[config.mk]
export PLATFORM = sky130hd
export DESIGN_NAME = load_multiple_decode
export DESIGN_NICKNAME = d
export VERILOG_FILES = /design/src/pkg/ldm_pkg.sv /design/src/design/load_multiple_decode.sv
export SDC_FILE = /design/constraint.sdc
export NUM_CORES = 2
export LEC_CHECK = 0
export CAP_MARGIN = 20
export CORE_ASPECT_RATIO = 1.1
export CORE_MARGIN = 4
export CORE_UTILIZATION = 60
export CTS_BUF_LIST = sky130_fd_sc_hd__clkbuf_8
export CTS_CLUSTER_DIAMETER = 80
export DETAILED_ROUTE_END_ITERATION = 16
export DONT_BUFFER_PORTS = 1
export PLACE_DENSITY = 0.76
export SLEW_MARGIN = 20
export SYNTH_ARGS = -nofsm -noshare
export SYNTH_HDL_FRONTEND = slang
export SYNTH_SLANG_ARGS = --single-unit
[constraint.sdc]
create_clock -name CLOCK -period 18.15 [get_ports CLOCK]
set_input_delay 0 -clock CLOCK [delete_from_list [all_inputs] [get_ports CLOCK]]
set_output_delay 0 -clock CLOCK [all_outputs]
set_load 0.02 [all_outputs]
[src/pkg/ldm_pkg.sv]
// Constants, types and register map for the load-multiple execute block
package ldm_pkg;

  // =====================================================
  // Register map (byte addresses)
  // =====================================================
  localparam logic [7:0] CTRL_OFS     = 8'h00; // Control: go, cond, acceptance, it bits
  localparam logic [7:0] INSTR_OFS    = 8'h04; // Instruction word
  localparam logic [7:0] BASE_OFS     = 8'h08; // Base register value
  localparam logic [7:0] PCVAL_OFS    = 8'h0c; // Program counter value
  localparam logic [7:0] STATUS_OFS   = 8'h10; // Sticky events, write one to clear
  localparam logic [7:0] MASK_OFS     = 8'h14; // Interrupt mask
  localparam logic [7:0] STATE_OFS    = 8'h18; // Busy, writeback flag, count
  localparam logic [7:0] WBVAL_OFS    = 8'h1c; // Writeback value
  localparam logic [7:0] TARGET_OFS   = 8'h20; // Branch target
  localparam logic [7:0] REGDATA_OFS  = 8'h40; // 16 words of loaded registers

  // =====================================================
  // Field positions
  // =====================================================
  localparam int CTRL_GO       = 0;  // Write one to start
  localparam int CTRL_COND     = 1;  // Condition passed
  localparam int CTRL_ACCEPT   = 2;  // Coprocessor accepts
  localparam int CTRL_IN_IT    = 3;  // Inside if-then block
  localparam int CTRL_LAST_IT  = 4;  // Last in if-then block

  // Status bits
  localparam int EV_DONE   = 0;
  localparam int EV_UNDEF  = 1;
  localparam int EV_USAGE  = 2;
  localparam int EV_COPROC = 3;
  localparam int EV_MEMF   = 4;
  localparam int EV_BRANCH = 5;
  localparam int EV_POP    = 6;
  localparam int EV_W      = 7;

  localparam logic [31:0] ZERO32   = 32'h0;
  localparam logic [31:0] WORD_INC = 32'h4;
  localparam logic [3:0]  SP_NUM   = 4'hd;
  localparam logic [3:0]  PC_NUM   = 4'hf;

  // Opcode patterns
  localparam logic [4:0] SHORT_OP = 5'h19;  // 11001
  localparam logic [9:0] WIDE_OP  = 10'h3a2; // 1110100010

  // Memory read request
  typedef struct packed {
    logic        valid;
    logic [31:0] addr;
  } mem_req_t;

  // Memory answer
  typedef struct packed {
    logic        valid;
    logic        fault;
    logic [31:0] data;
  } mem_rsp_t;

  // Word to coprocessor
  typedef struct packed {
    logic        valid;
    logic [31:0] data;
  } cop_word_t;

  typedef enum logic [1:0] { MEM_OKAY_RESP = 2'h0, MEM_SLVERR_RESP = 2'h2 } axi_resp_t;

endpackage

[src/design/load_multiple_decode.sv]
// Load-multiple and coprocessor literal load executor with AXI4-Lite registers
//
// Local design decisions: the register addresses and the AXI4-Lite register port.
module load_multiple_decode (
  // Clock and reset
  input  wire logic              CLOCK,
  input  wire logic              RST,
  // AXI4-Lite write address
  input  wire logic              AWVALID,
  output      logic              AWREADY,
  input  wire logic [7:0]        AWADDR,
  // AXI4-Lite write data
  input  wire logic              WVALID,
  output      logic              WREADY,
  input  wire logic [31:0]       WDATA,
  input  wire logic [3:0]        WSTRB,
  // AXI4-Lite write response
  output      logic              BVALID,
  input  wire logic              BREADY,
  output      logic [1:0]        BRESP,
  // AXI4-Lite read
  input  wire logic              ARVALID,
  output      logic              ARREADY,
  input  wire logic [7:0]        ARADDR,
  output      logic              RVALID,
  input  wire logic              RREADY,
  output      logic [31:0]       RDATA,
  output      logic [1:0]        RRESP,
  // Memory port
  output      ldm_pkg::mem_req_t MEM_REQ,
  input  wire ldm_pkg::mem_rsp_t MEM_RSP,
  // Coprocessor port
  output      ldm_pkg::cop_word_t COP_WORD,
  input  wire logic              COP_DONE,
  // Interrupt
  output      logic              IRQ
);
  import ldm_pkg::*;

  typedef enum { IDLE, DECODE, LDM_RD, COP_RD, FINISH } state_t;

  // =====================================================
  // Storage
  // =====================================================
  state_t       state;                 // Sequencer state
  logic [4:0]   ctrl;                  // Control bits
  logic [31:0]  instr;                 // Instruction under execution
  logic [31:0]  base_val;              // Base register input
  logic [31:0]  pc_val;                // Program counter input
  logic [7:0]   status;                // Sticky events
  logic [7:0]   mask;                  // Interrupt mask
  logic [31:0]  regs [16];             // Loaded register words
  logic [15:0]  pending;               // Registers still to load
  logic [31:0]  addr;                  // Current memory address
  logic [31:0]  wb_val;                // Writeback value
  logic         wb_en;                 // Writeback applies
  logic [31:0]  target;                // Branch target
  logic [4:0]   count;                 // Words transferred
  logic [7:0]   ev;                    // Events this cycle
  logic         go;                    // Start pulse
  logic         aw_held, w_held;       // Write halves taken
  logic [7:0]   aw_addr;               // Latched write address
  logic [31:0]  w_data;                // Latched write data

  // Count set bits; used for the list checks and writeback
  function automatic logic [4:0] popcount(input logic [15:0] v);
    logic [4:0] n;
    n = 5'h0;
    for (int i = 0; i < 16; i++) n = n + {4'h0, v[i]};
    return n;
  endfunction

  // Index of lowest set bit
  function automatic logic [3:0] lowest(input logic [15:0] v);
    logic [3:0] n;
    n = 4'h0;
    for (int i = 15; i >= 0; i--) if (v[i]) n = i[3:0];
    return n;
  endfunction

  // =====================================================
  // Decode (combinational)
  // =====================================================
  logic        is_short, is_wide, is_cop;
  logic [15:0] list;
  logic [3:0]  base_num;
  logic        wb_req, undef, pop;
  logic [31:0] pc_al, off_imm, offset_addr;

  always_comb begin
    // Short form sits alone in the low half; upper half must be clear
    is_short = instr[31:16] == 16'h0 && instr[15:11] == SHORT_OP;
    is_wide  = instr[31:22] == WIDE_OP && instr[20];
    is_cop   = !is_short && !is_wide;
    base_num = is_short ? {1'b0, instr[10:8]} : instr[19:16];
    // Short mask zero-extended; wide mask PC:LR:0:list
    list     = is_short ? {8'h00, instr[7:0]}
                        : {instr[15], instr[14], 1'b0, instr[12:0]};
    wb_req   = is_short ? !list[base_num] : instr[21];
    pop      = is_wide && instr[21] && base_num == SP_NUM;
    undef    = 1'b0;
    if (is_short && popcount(list) < 5'd1) undef = 1'b1;
    if (is_wide && (base_num == PC_NUM || popcount(list) < 5'd2
        || (instr[15] && instr[14]))) undef = 1'b1;
    if (is_wide && list[15] && ctrl[CTRL_IN_IT] && !ctrl[CTRL_LAST_IT]) undef = 1'b1;
    if (is_wide && instr[21] && list[base_num]) undef = 1'b1;
    // Coprocessor literal: U bit 23, P bit 24, imm8 scaled by four
    pc_al       = {pc_val[31:2], 2'b00};
    off_imm     = {22'h0, instr[7:0], 2'b00};
    offset_addr = instr[23] ? pc_al + off_imm : pc_al - off_imm;
  end

  // =====================================================
  // AXI4-Lite write side
  // =====================================================
  // Either half may arrive first; the response waits for both
  always_ff @(posedge CLOCK) begin
    if (RST) begin
      AWREADY <= 1'b0; WREADY <= 1'b0; BVALID <= 1'b0; BRESP <= MEM_OKAY_RESP;
      aw_held <= 1'b0; w_held <= 1'b0; aw_addr <= 8'h0; w_data <= ZERO32;
    end else begin
      AWREADY <= !aw_held && !AWREADY && !BVALID;
      WREADY  <= !w_held && !WREADY && !BVALID;
      if (AWVALID && AWREADY) begin
        aw_held <= 1'b1; aw_addr <= AWADDR;
      end
      if (WVALID && WREADY) begin
        w_held <= 1'b1; w_data <= WDATA;
      end
      if (aw_held && w_held && !BVALID) begin
        BVALID <= 1'b1;
        BRESP  <= (aw_addr > TARGET_OFS && aw_addr < REGDATA_OFS) ? MEM_SLVERR_RESP : MEM_OKAY_RESP;
        aw_held <= 1'b0; w_held <= 1'b0;
      end else if (BVALID && BREADY) begin
        BVALID <= 1'b0;
      end
    end
  end

  wire wr_fire = aw_held && w_held && !BVALID && WSTRB != 4'h0;

  // Software-written control registers; go is a pulse, refused while busy
  always_ff @(posedge CLOCK) begin
    if (RST) begin
      ctrl <= 5'h0; instr <= ZERO32; base_val <= ZERO32; pc_val <= ZERO32;
      mask <= 8'h0; go <= 1'b0;
    end else begin
      go <= 1'b0;
      if (wr_fire && state == IDLE) begin
        unique case (aw_addr)
          CTRL_OFS:  begin ctrl <= w_data[4:0]; go <= w_data[CTRL_GO]; end
          INSTR_OFS: instr    <= w_data;
          BASE_OFS:  base_val <= w_data;
          PCVAL_OFS: pc_val   <= w_data;
          MASK_OFS:  mask     <= w_data[7:0];
          default:   ;
        endcase
      end else if (wr_fire && aw_addr == MASK_OFS) begin
        mask <= w_data[7:0];
      end
    end
  end

  // Sticky status: a new event wins over a clearing write
  always_ff @(posedge CLOCK) begin
    if (RST) status <= 8'h0;
    else if (wr_fire && aw_addr == STATUS_OFS) status <= (status & ~w_data[7:0]) | ev;
    else status <= status | ev;
  end

  // Level interrupt from unmasked status
  always_ff @(posedge CLOCK) begin
    if (RST) IRQ <= 1'b0;
    else IRQ <= |(status & mask);
  end

  // =====================================================
  // AXI4-Lite read side
  // =====================================================
  always_ff @(posedge CLOCK) begin
    if (RST) begin
      ARREADY <= 1'b0; RVALID <= 1'b0; RDATA <= ZERO32; RRESP <= MEM_OKAY_RESP;
    end else begin
      ARREADY <= !ARREADY && !RVALID;
      if (ARVALID && ARREADY) begin
        RVALID <= 1'b1;
        RRESP  <= MEM_OKAY_RESP;
        if (ARADDR >= REGDATA_OFS) RDATA <= regs[ARADDR[5:2]];
        else begin
          unique case (ARADDR)
            CTRL_OFS:   RDATA <= {27'h0, ctrl};
            INSTR_OFS:  RDATA <= instr;
            BASE_OFS:   RDATA <= base_val;
            PCVAL_OFS:  RDATA <= pc_val;
            STATUS_OFS: RDATA <= {24'h0, status};
            MASK_OFS:   RDATA <= {24'h0, mask};
            STATE_OFS:  RDATA <= {25'h0, count, wb_en, state != IDLE};
            WBVAL_OFS:  RDATA <= wb_val;
            TARGET_OFS: RDATA <= target;
            default: begin RDATA <= ZERO32; RRESP <= MEM_SLVERR_RESP; end
          endcase
        end
      end else if (RVALID && RREADY) RVALID <= 1'b0;
    end
  end

  // =====================================================
  // Sequencer
  // =====================================================
  always_ff @(posedge CLOCK) begin
    if (RST) begin
      state <= IDLE; pending <= 16'h0; addr <= ZERO32; wb_val <= ZERO32; wb_en <= 1'b0;
      target <= ZERO32; count <= 5'h0; ev <= 8'h0; MEM_REQ <= '0; COP_WORD <= '0;
      for (int i = 0; i < 16; i++) regs[i] <= ZERO32;
    end else begin
      ev <= 8'h0;
      COP_WORD.valid <= 1'b0;
      unique case (state)
        IDLE: if (go) begin
          state <= DECODE; count <= 5'h0; wb_en <= 1'b0;
        end
        DECODE: begin
          if (!ctrl[CTRL_COND]) begin
            ev[EV_DONE] <= 1'b1; state <= IDLE;
          end else if (is_cop) begin
            if (!ctrl[CTRL_ACCEPT]) begin
              ev[EV_COPROC] <= 1'b1; state <= IDLE;
            end else begin
              addr  <= instr[24] ? offset_addr : pc_al;
              MEM_REQ.valid <= 1'b1;
              MEM_REQ.addr  <= instr[24] ? offset_addr : pc_al;
              state <= COP_RD;
            end
          end else if (undef) begin
            ev[EV_UNDEF] <= 1'b1; state <= IDLE;
          end else begin
            ev[EV_POP] <= pop;
            pending <= list;
            addr    <= base_val;
            wb_en   <= wb_req;
            wb_val  <= base_val + {popcount(list), 2'b00};
            MEM_REQ.valid <= 1'b1;
            MEM_REQ.addr  <= base_val;
            state <= LDM_RD;
          end
        end
        LDM_RD: if (MEM_RSP.valid) begin
          MEM_REQ.valid <= 1'b0;
          if (MEM_RSP.fault) begin
            ev[EV_MEMF] <= 1'b1; state <= IDLE;
          end else begin
            regs[lowest(pending)] <= MEM_RSP.data;
            if (lowest(pending) == PC_NUM) begin
              target <= {MEM_RSP.data[31:1], 1'b0};
              if (!MEM_RSP.data[0]) ev[EV_USAGE] <= 1'b1;
              else ev[EV_BRANCH] <= 1'b1;
            end
            pending[lowest(pending)] <= 1'b0;
            count <= count + 5'd1;
            addr  <= addr + WORD_INC;
            if (popcount(pending) == 5'd1) state <= FINISH;
            else begin
              MEM_REQ.valid <= 1'b1; MEM_REQ.addr <= addr + WORD_INC;
            end
          end
        end
        COP_RD: if (MEM_RSP.valid) begin
          MEM_REQ.valid <= 1'b0;
          if (MEM_RSP.fault) begin
            ev[EV_MEMF] <= 1'b1; state <= IDLE;
          end else begin
            COP_WORD.valid <= 1'b1; COP_WORD.data <= MEM_RSP.data;
            count <= count + 5'd1;
            addr  <= addr + WORD_INC;
            if (COP_DONE) state <= FINISH;
            else begin
              MEM_REQ.valid <= 1'b1; MEM_REQ.addr <= addr + WORD_INC;
            end
          end
        end
        FINISH: begin
          ev[EV_DONE] <= 1'b1; ev[EV_W] <= wb_en; state <= IDLE;
        end
      endcase
    end
  end
endmodule

==> out/metrics.csv <==
stage,metric,value,unit
run_status,status,finished clean,
cts,cts-root-buf,clkbuf_8,
critical_path,cp_data_arrival_time,8.28,ns
layout,utilization,0.684,
place,portBuffers,0,
floorplan,ios,202,
critical_path,path_buf_inv,3,
floorplan,core-area,70300,sq um
critical_path,crit_path_end_kind,flop,
layout,area_growth,13.2,%
global_routing,grt-ovfl-total,0,
sta,worst_pin_slew,1.14,ns
layout,final_layout_size_suffix_gt1_frac,0.120,
critical_path,r2r_start,instr[24]$_SDFFE_PP0P_,
route,drtIter0Drc,4254,
route,wl_met2,62800,um
route,drt-total-wl,132000,um
place,pre_cts_ws,10.63,ns
route,drt-wirelength-per-cell,26.6,um
yosys,synth.area.top_cells,"edfxtp_1 (36%), dfxtp_1 (19%), mux4_2 (8.5%)",
floorplan,die_h,287,um
route,ant_nets,0,
yosys,synth_top_cell_area_share,0.362,
yosys,synth_ff_type,edfxtp_1,
sta,finalHoldViolCount,0,
critical_path,cpMostUsedCell,fa_1,
critical_path,cp_cell_sequence,buf_4 > or4_1 > nor2_2 > nand3_1 > and2_1 > fa_1 > inv_1 > fa_1 > fa_1 > fa_1 > fa_1 > inv_1 > fa_1 > nor4b_1 > a211oi_1 > o21ai_0 > a32oi_1 > nand2_1 > nor2_1 > a21oi_2 > a21oi_1 > a211oi_1,
critical_path,crit_path_top_delay_cell,a21oi_2,
yosys,synth_top_area_cell,edfxtp_1,
power_and_ir_drop,power,4.15,mW
flow_run,maxCapViolations,0,
critical_path,worst-path-max-fanout,44,
sta,setup_ws,10.56,ns
critical_path,worstSetupPathType,flop to flop,
power_and_ir_drop,p_switching,0.995,mW
sta,period_needed,7.59,ns
route,top_layer,met5,
cts,cts_htree_levels,4,
yosys,synth_edf_count,512,
sta,fmax,132,MHz
cts,tritoncts,yes,
yosys,yosys.cell_types.count,76,
cts,numCtsBuffers,143,
yosys,async_reset_ff_frac,0,
yosys,ys_seq_elements,906,
global_routing,grt_pass1_vias,32000,
sta,slew_viol_final,0,
critical_path,startpoint_type,flop,
floorplan,start_util,0.604,
sta,rsz0062_at_grt,no,
route,wl_met1,46900,um
global_routing,grt_pass1_wl,197000,um
route,dr_wl_met3,14800,um
sta,post-route-period-util,0.418,
hold_path,hold_path.class,input port to flop,
power_and_ir_drop,pwr-share-clk,0.399,
global_routing,gr-usage-all-layers,0.351,
yosys,ys_warn_count,0,
global_routing,antenna_found_initial,8,
sta,relSlewSlack,0.239,
yosys,avgSynthCellArea,11.1,sq um
power_and_ir_drop,power_frac_seq,0.543,
sta,setup_tns,0,ns
sta,final-setup-viol-count,0,
place,dpl.cell_count,4514,
yosys,synth_area,42500,sq um
floorplan,die_area,75100,sq um
cts,insertion_delay,0.80,ns
power_and_ir_drop,vdd_drop_max,0.0525,mV
critical_path,slowest_delay,0.82,ns
floorplan,num_rows,102,
yosys,synthCells,3821,
cts,cts_buffer_depth,3,
route,firstDrtPassIters,7,
sta,skew,0.0409,ns
place,placed_area,43200,sq um
route,num_vias,32200,
yosys,ys_seq_area_frac,0.548,
route,post_drt_via_cell_ratio,6.47,
critical_path,crit_family,adder cells,
floorplan,die_w,262,um
power_and_ir_drop,powerDensity,86.4,nW/um^2
layout,nFillCells,4933,
power_and_ir_drop,leakagePower,17.3,nW
critical_path,worstSetupStartpoint,instr[24]$_SDFFE_PP0P_,
layout,design_area,48100,sq um
layout,nets,4085,
power_and_ir_drop,combPwrFrac,0.058,
place,hpwl,77100,um
hold_path,hold_path_startpoint,ARADDR[2],
sta,holdWs,0.0233,ns
cts,clkSlewWorstSetupHoldPaths,0.06,ns
route,post-route-drc-count,0,
cts,cts_sinks,906,
place,place_congestion,0.932,
power_and_ir_drop,sw_frac_of_total,0.240,
layout,final_cells,4975,
critical_path,required,18.84,ns
cts,cts_resized,0,
power_and_ir_drop,cellInternalPower,3.16,mW
global_routing,grt_max_degree,318,
## final timing paths
path | slack [ns] | depth (start not counted) | endpoint
max reg2reg | 10.56 | 22 | MEM_REQ[31]$_SDFFE_PP0P_
max | 10.56 | 22 | MEM_REQ[31]$_SDFFE_PP0P_
min | 0.02 | 4 | RDATA[24]$_SDFFE_PP0P_
min reg2reg | 0.44 | 2 | status[0]$_SDFF_PP0_
## tightest hold or removal path, cell delays in order
cell and delay, ns:
mux4_2 0.20, mux4_2 0.27, nand2_1 0.08, a41oi_1 0.18
## cells in the mapped netlist (all sizes together) (6+ instances only)
cell    instances
a41oi          32
mux2i          37
a22o           10
o21a            8
nand4          16
a21o           50
nand2         500
clkbuf        241
and3           21
nand3          46
a21oi         285
a311oi         17
xor2           40
a22oi          39
nor2b          15
nand2b         21
nor2          225
fa             22
mux2            6
and2          526
a222oi         25
ha             44
buf            54
nor3           58
mux4          161
xnor2          47
a211oi         62
a31oi          16
o31ai           6
edfxtp        512
or3             6
dfxtp         394
nor4           13
a221oi         15
o21ai         110
inv            61
## timing repair
action                    4_1_cts  5_1_grt
hold endpoints to repair      905       10
hold buffers                  200        1
setup buffers                   0        0
## cell usage in the layout, fill, tap and decap left out, types with 21 or more instances in the layout
master	count
a211oi_1	61
a21o_1	50
a21oi_1	284
a222oi_1	25
a22oi_1	39
a41oi_1	32
and2_1	525
and3_1	21
buf_4	51
clkbuf_8	167
dfxtp_1	393
dlygate4sd3_1	196
edfxtp_1	512
fa_1	22
ha_1	44
inv_1	115
mux2i_1	37
mux4_2	161
nand2_1	500
nand3_1	46
nor2_1	200
nor3_1	57
o21ai_0	94
xnor2_1	47
xor2_1	40
## routing by layer
| layer | up-vias | global-route usage |
|---|---|---|
| met3 | 479 | 0.0942 |
| met1 | 15600 | 0.432 |
| met2 | 2073 | 0.566 |
| li1 | 14000 | - |
| met4 | 8 | 0.191 |
| met5 | - | 0 |
## power by group through the flow
stage / clock network (mW) / registers (mW) / logic [mW]
after floorplan: 0 / 2.28 / 0.136
after global placement: 0 / 2.29 / 0.152
after detailed placement: 0 / 2.30 / 0.154
after CTS: 1.66 / 2.25 / 0.232
after global routing: 1.76 / 2.26 / 0.251
final: 1.66 / 2.25 / 0.241
## state kept, by name, indices dropped and copies added (netlist names), 5 cells and up
register and cells:
target 31, instr 32, regs 512, pc_val 32
base_val 32, count 5, addr 32, wb_val 32
MEM_REQ 33, pending 16, w_data 32, status 8
RDATA 32, mask 8, ctrl 5, ev 8
COP_WORD 33, aw_addr 8
## cell type report
| class | instances | area (sq um) | share of cell area |
|---|---|---|---|
| sequential | 906 | 23300 | 0.484 |
| multi-input combinational | 2560 | 18200 | 0.378 |
| timing repair buffer | 253 | 2510 | 0.0522 |
| clock buffer | 167 | 2300 | 0.0478 |
| tap | 936 | 1170 | 0.0244 |
| clock inverter | 86 | 398 | 0.00828 |
| inverter | 61 | 229 | 0.00476 |
| antenna | 6 | 15.0 | 0.000312 |
## cells by family after synthesis
kind of cell | share of synthesized area
adder cells (fa/ha/maj) | 0.0233
buffers and inverters | 0.0325
flip-flops | 0.548
AO/OA/AOI/OAI | 0.109
other | 0.0000883
AND/OR/NAND/NOR | 0.174
multiplexers | 0.0957
XOR/XNOR | 0.0179
(Power assumes the default switching activity.)
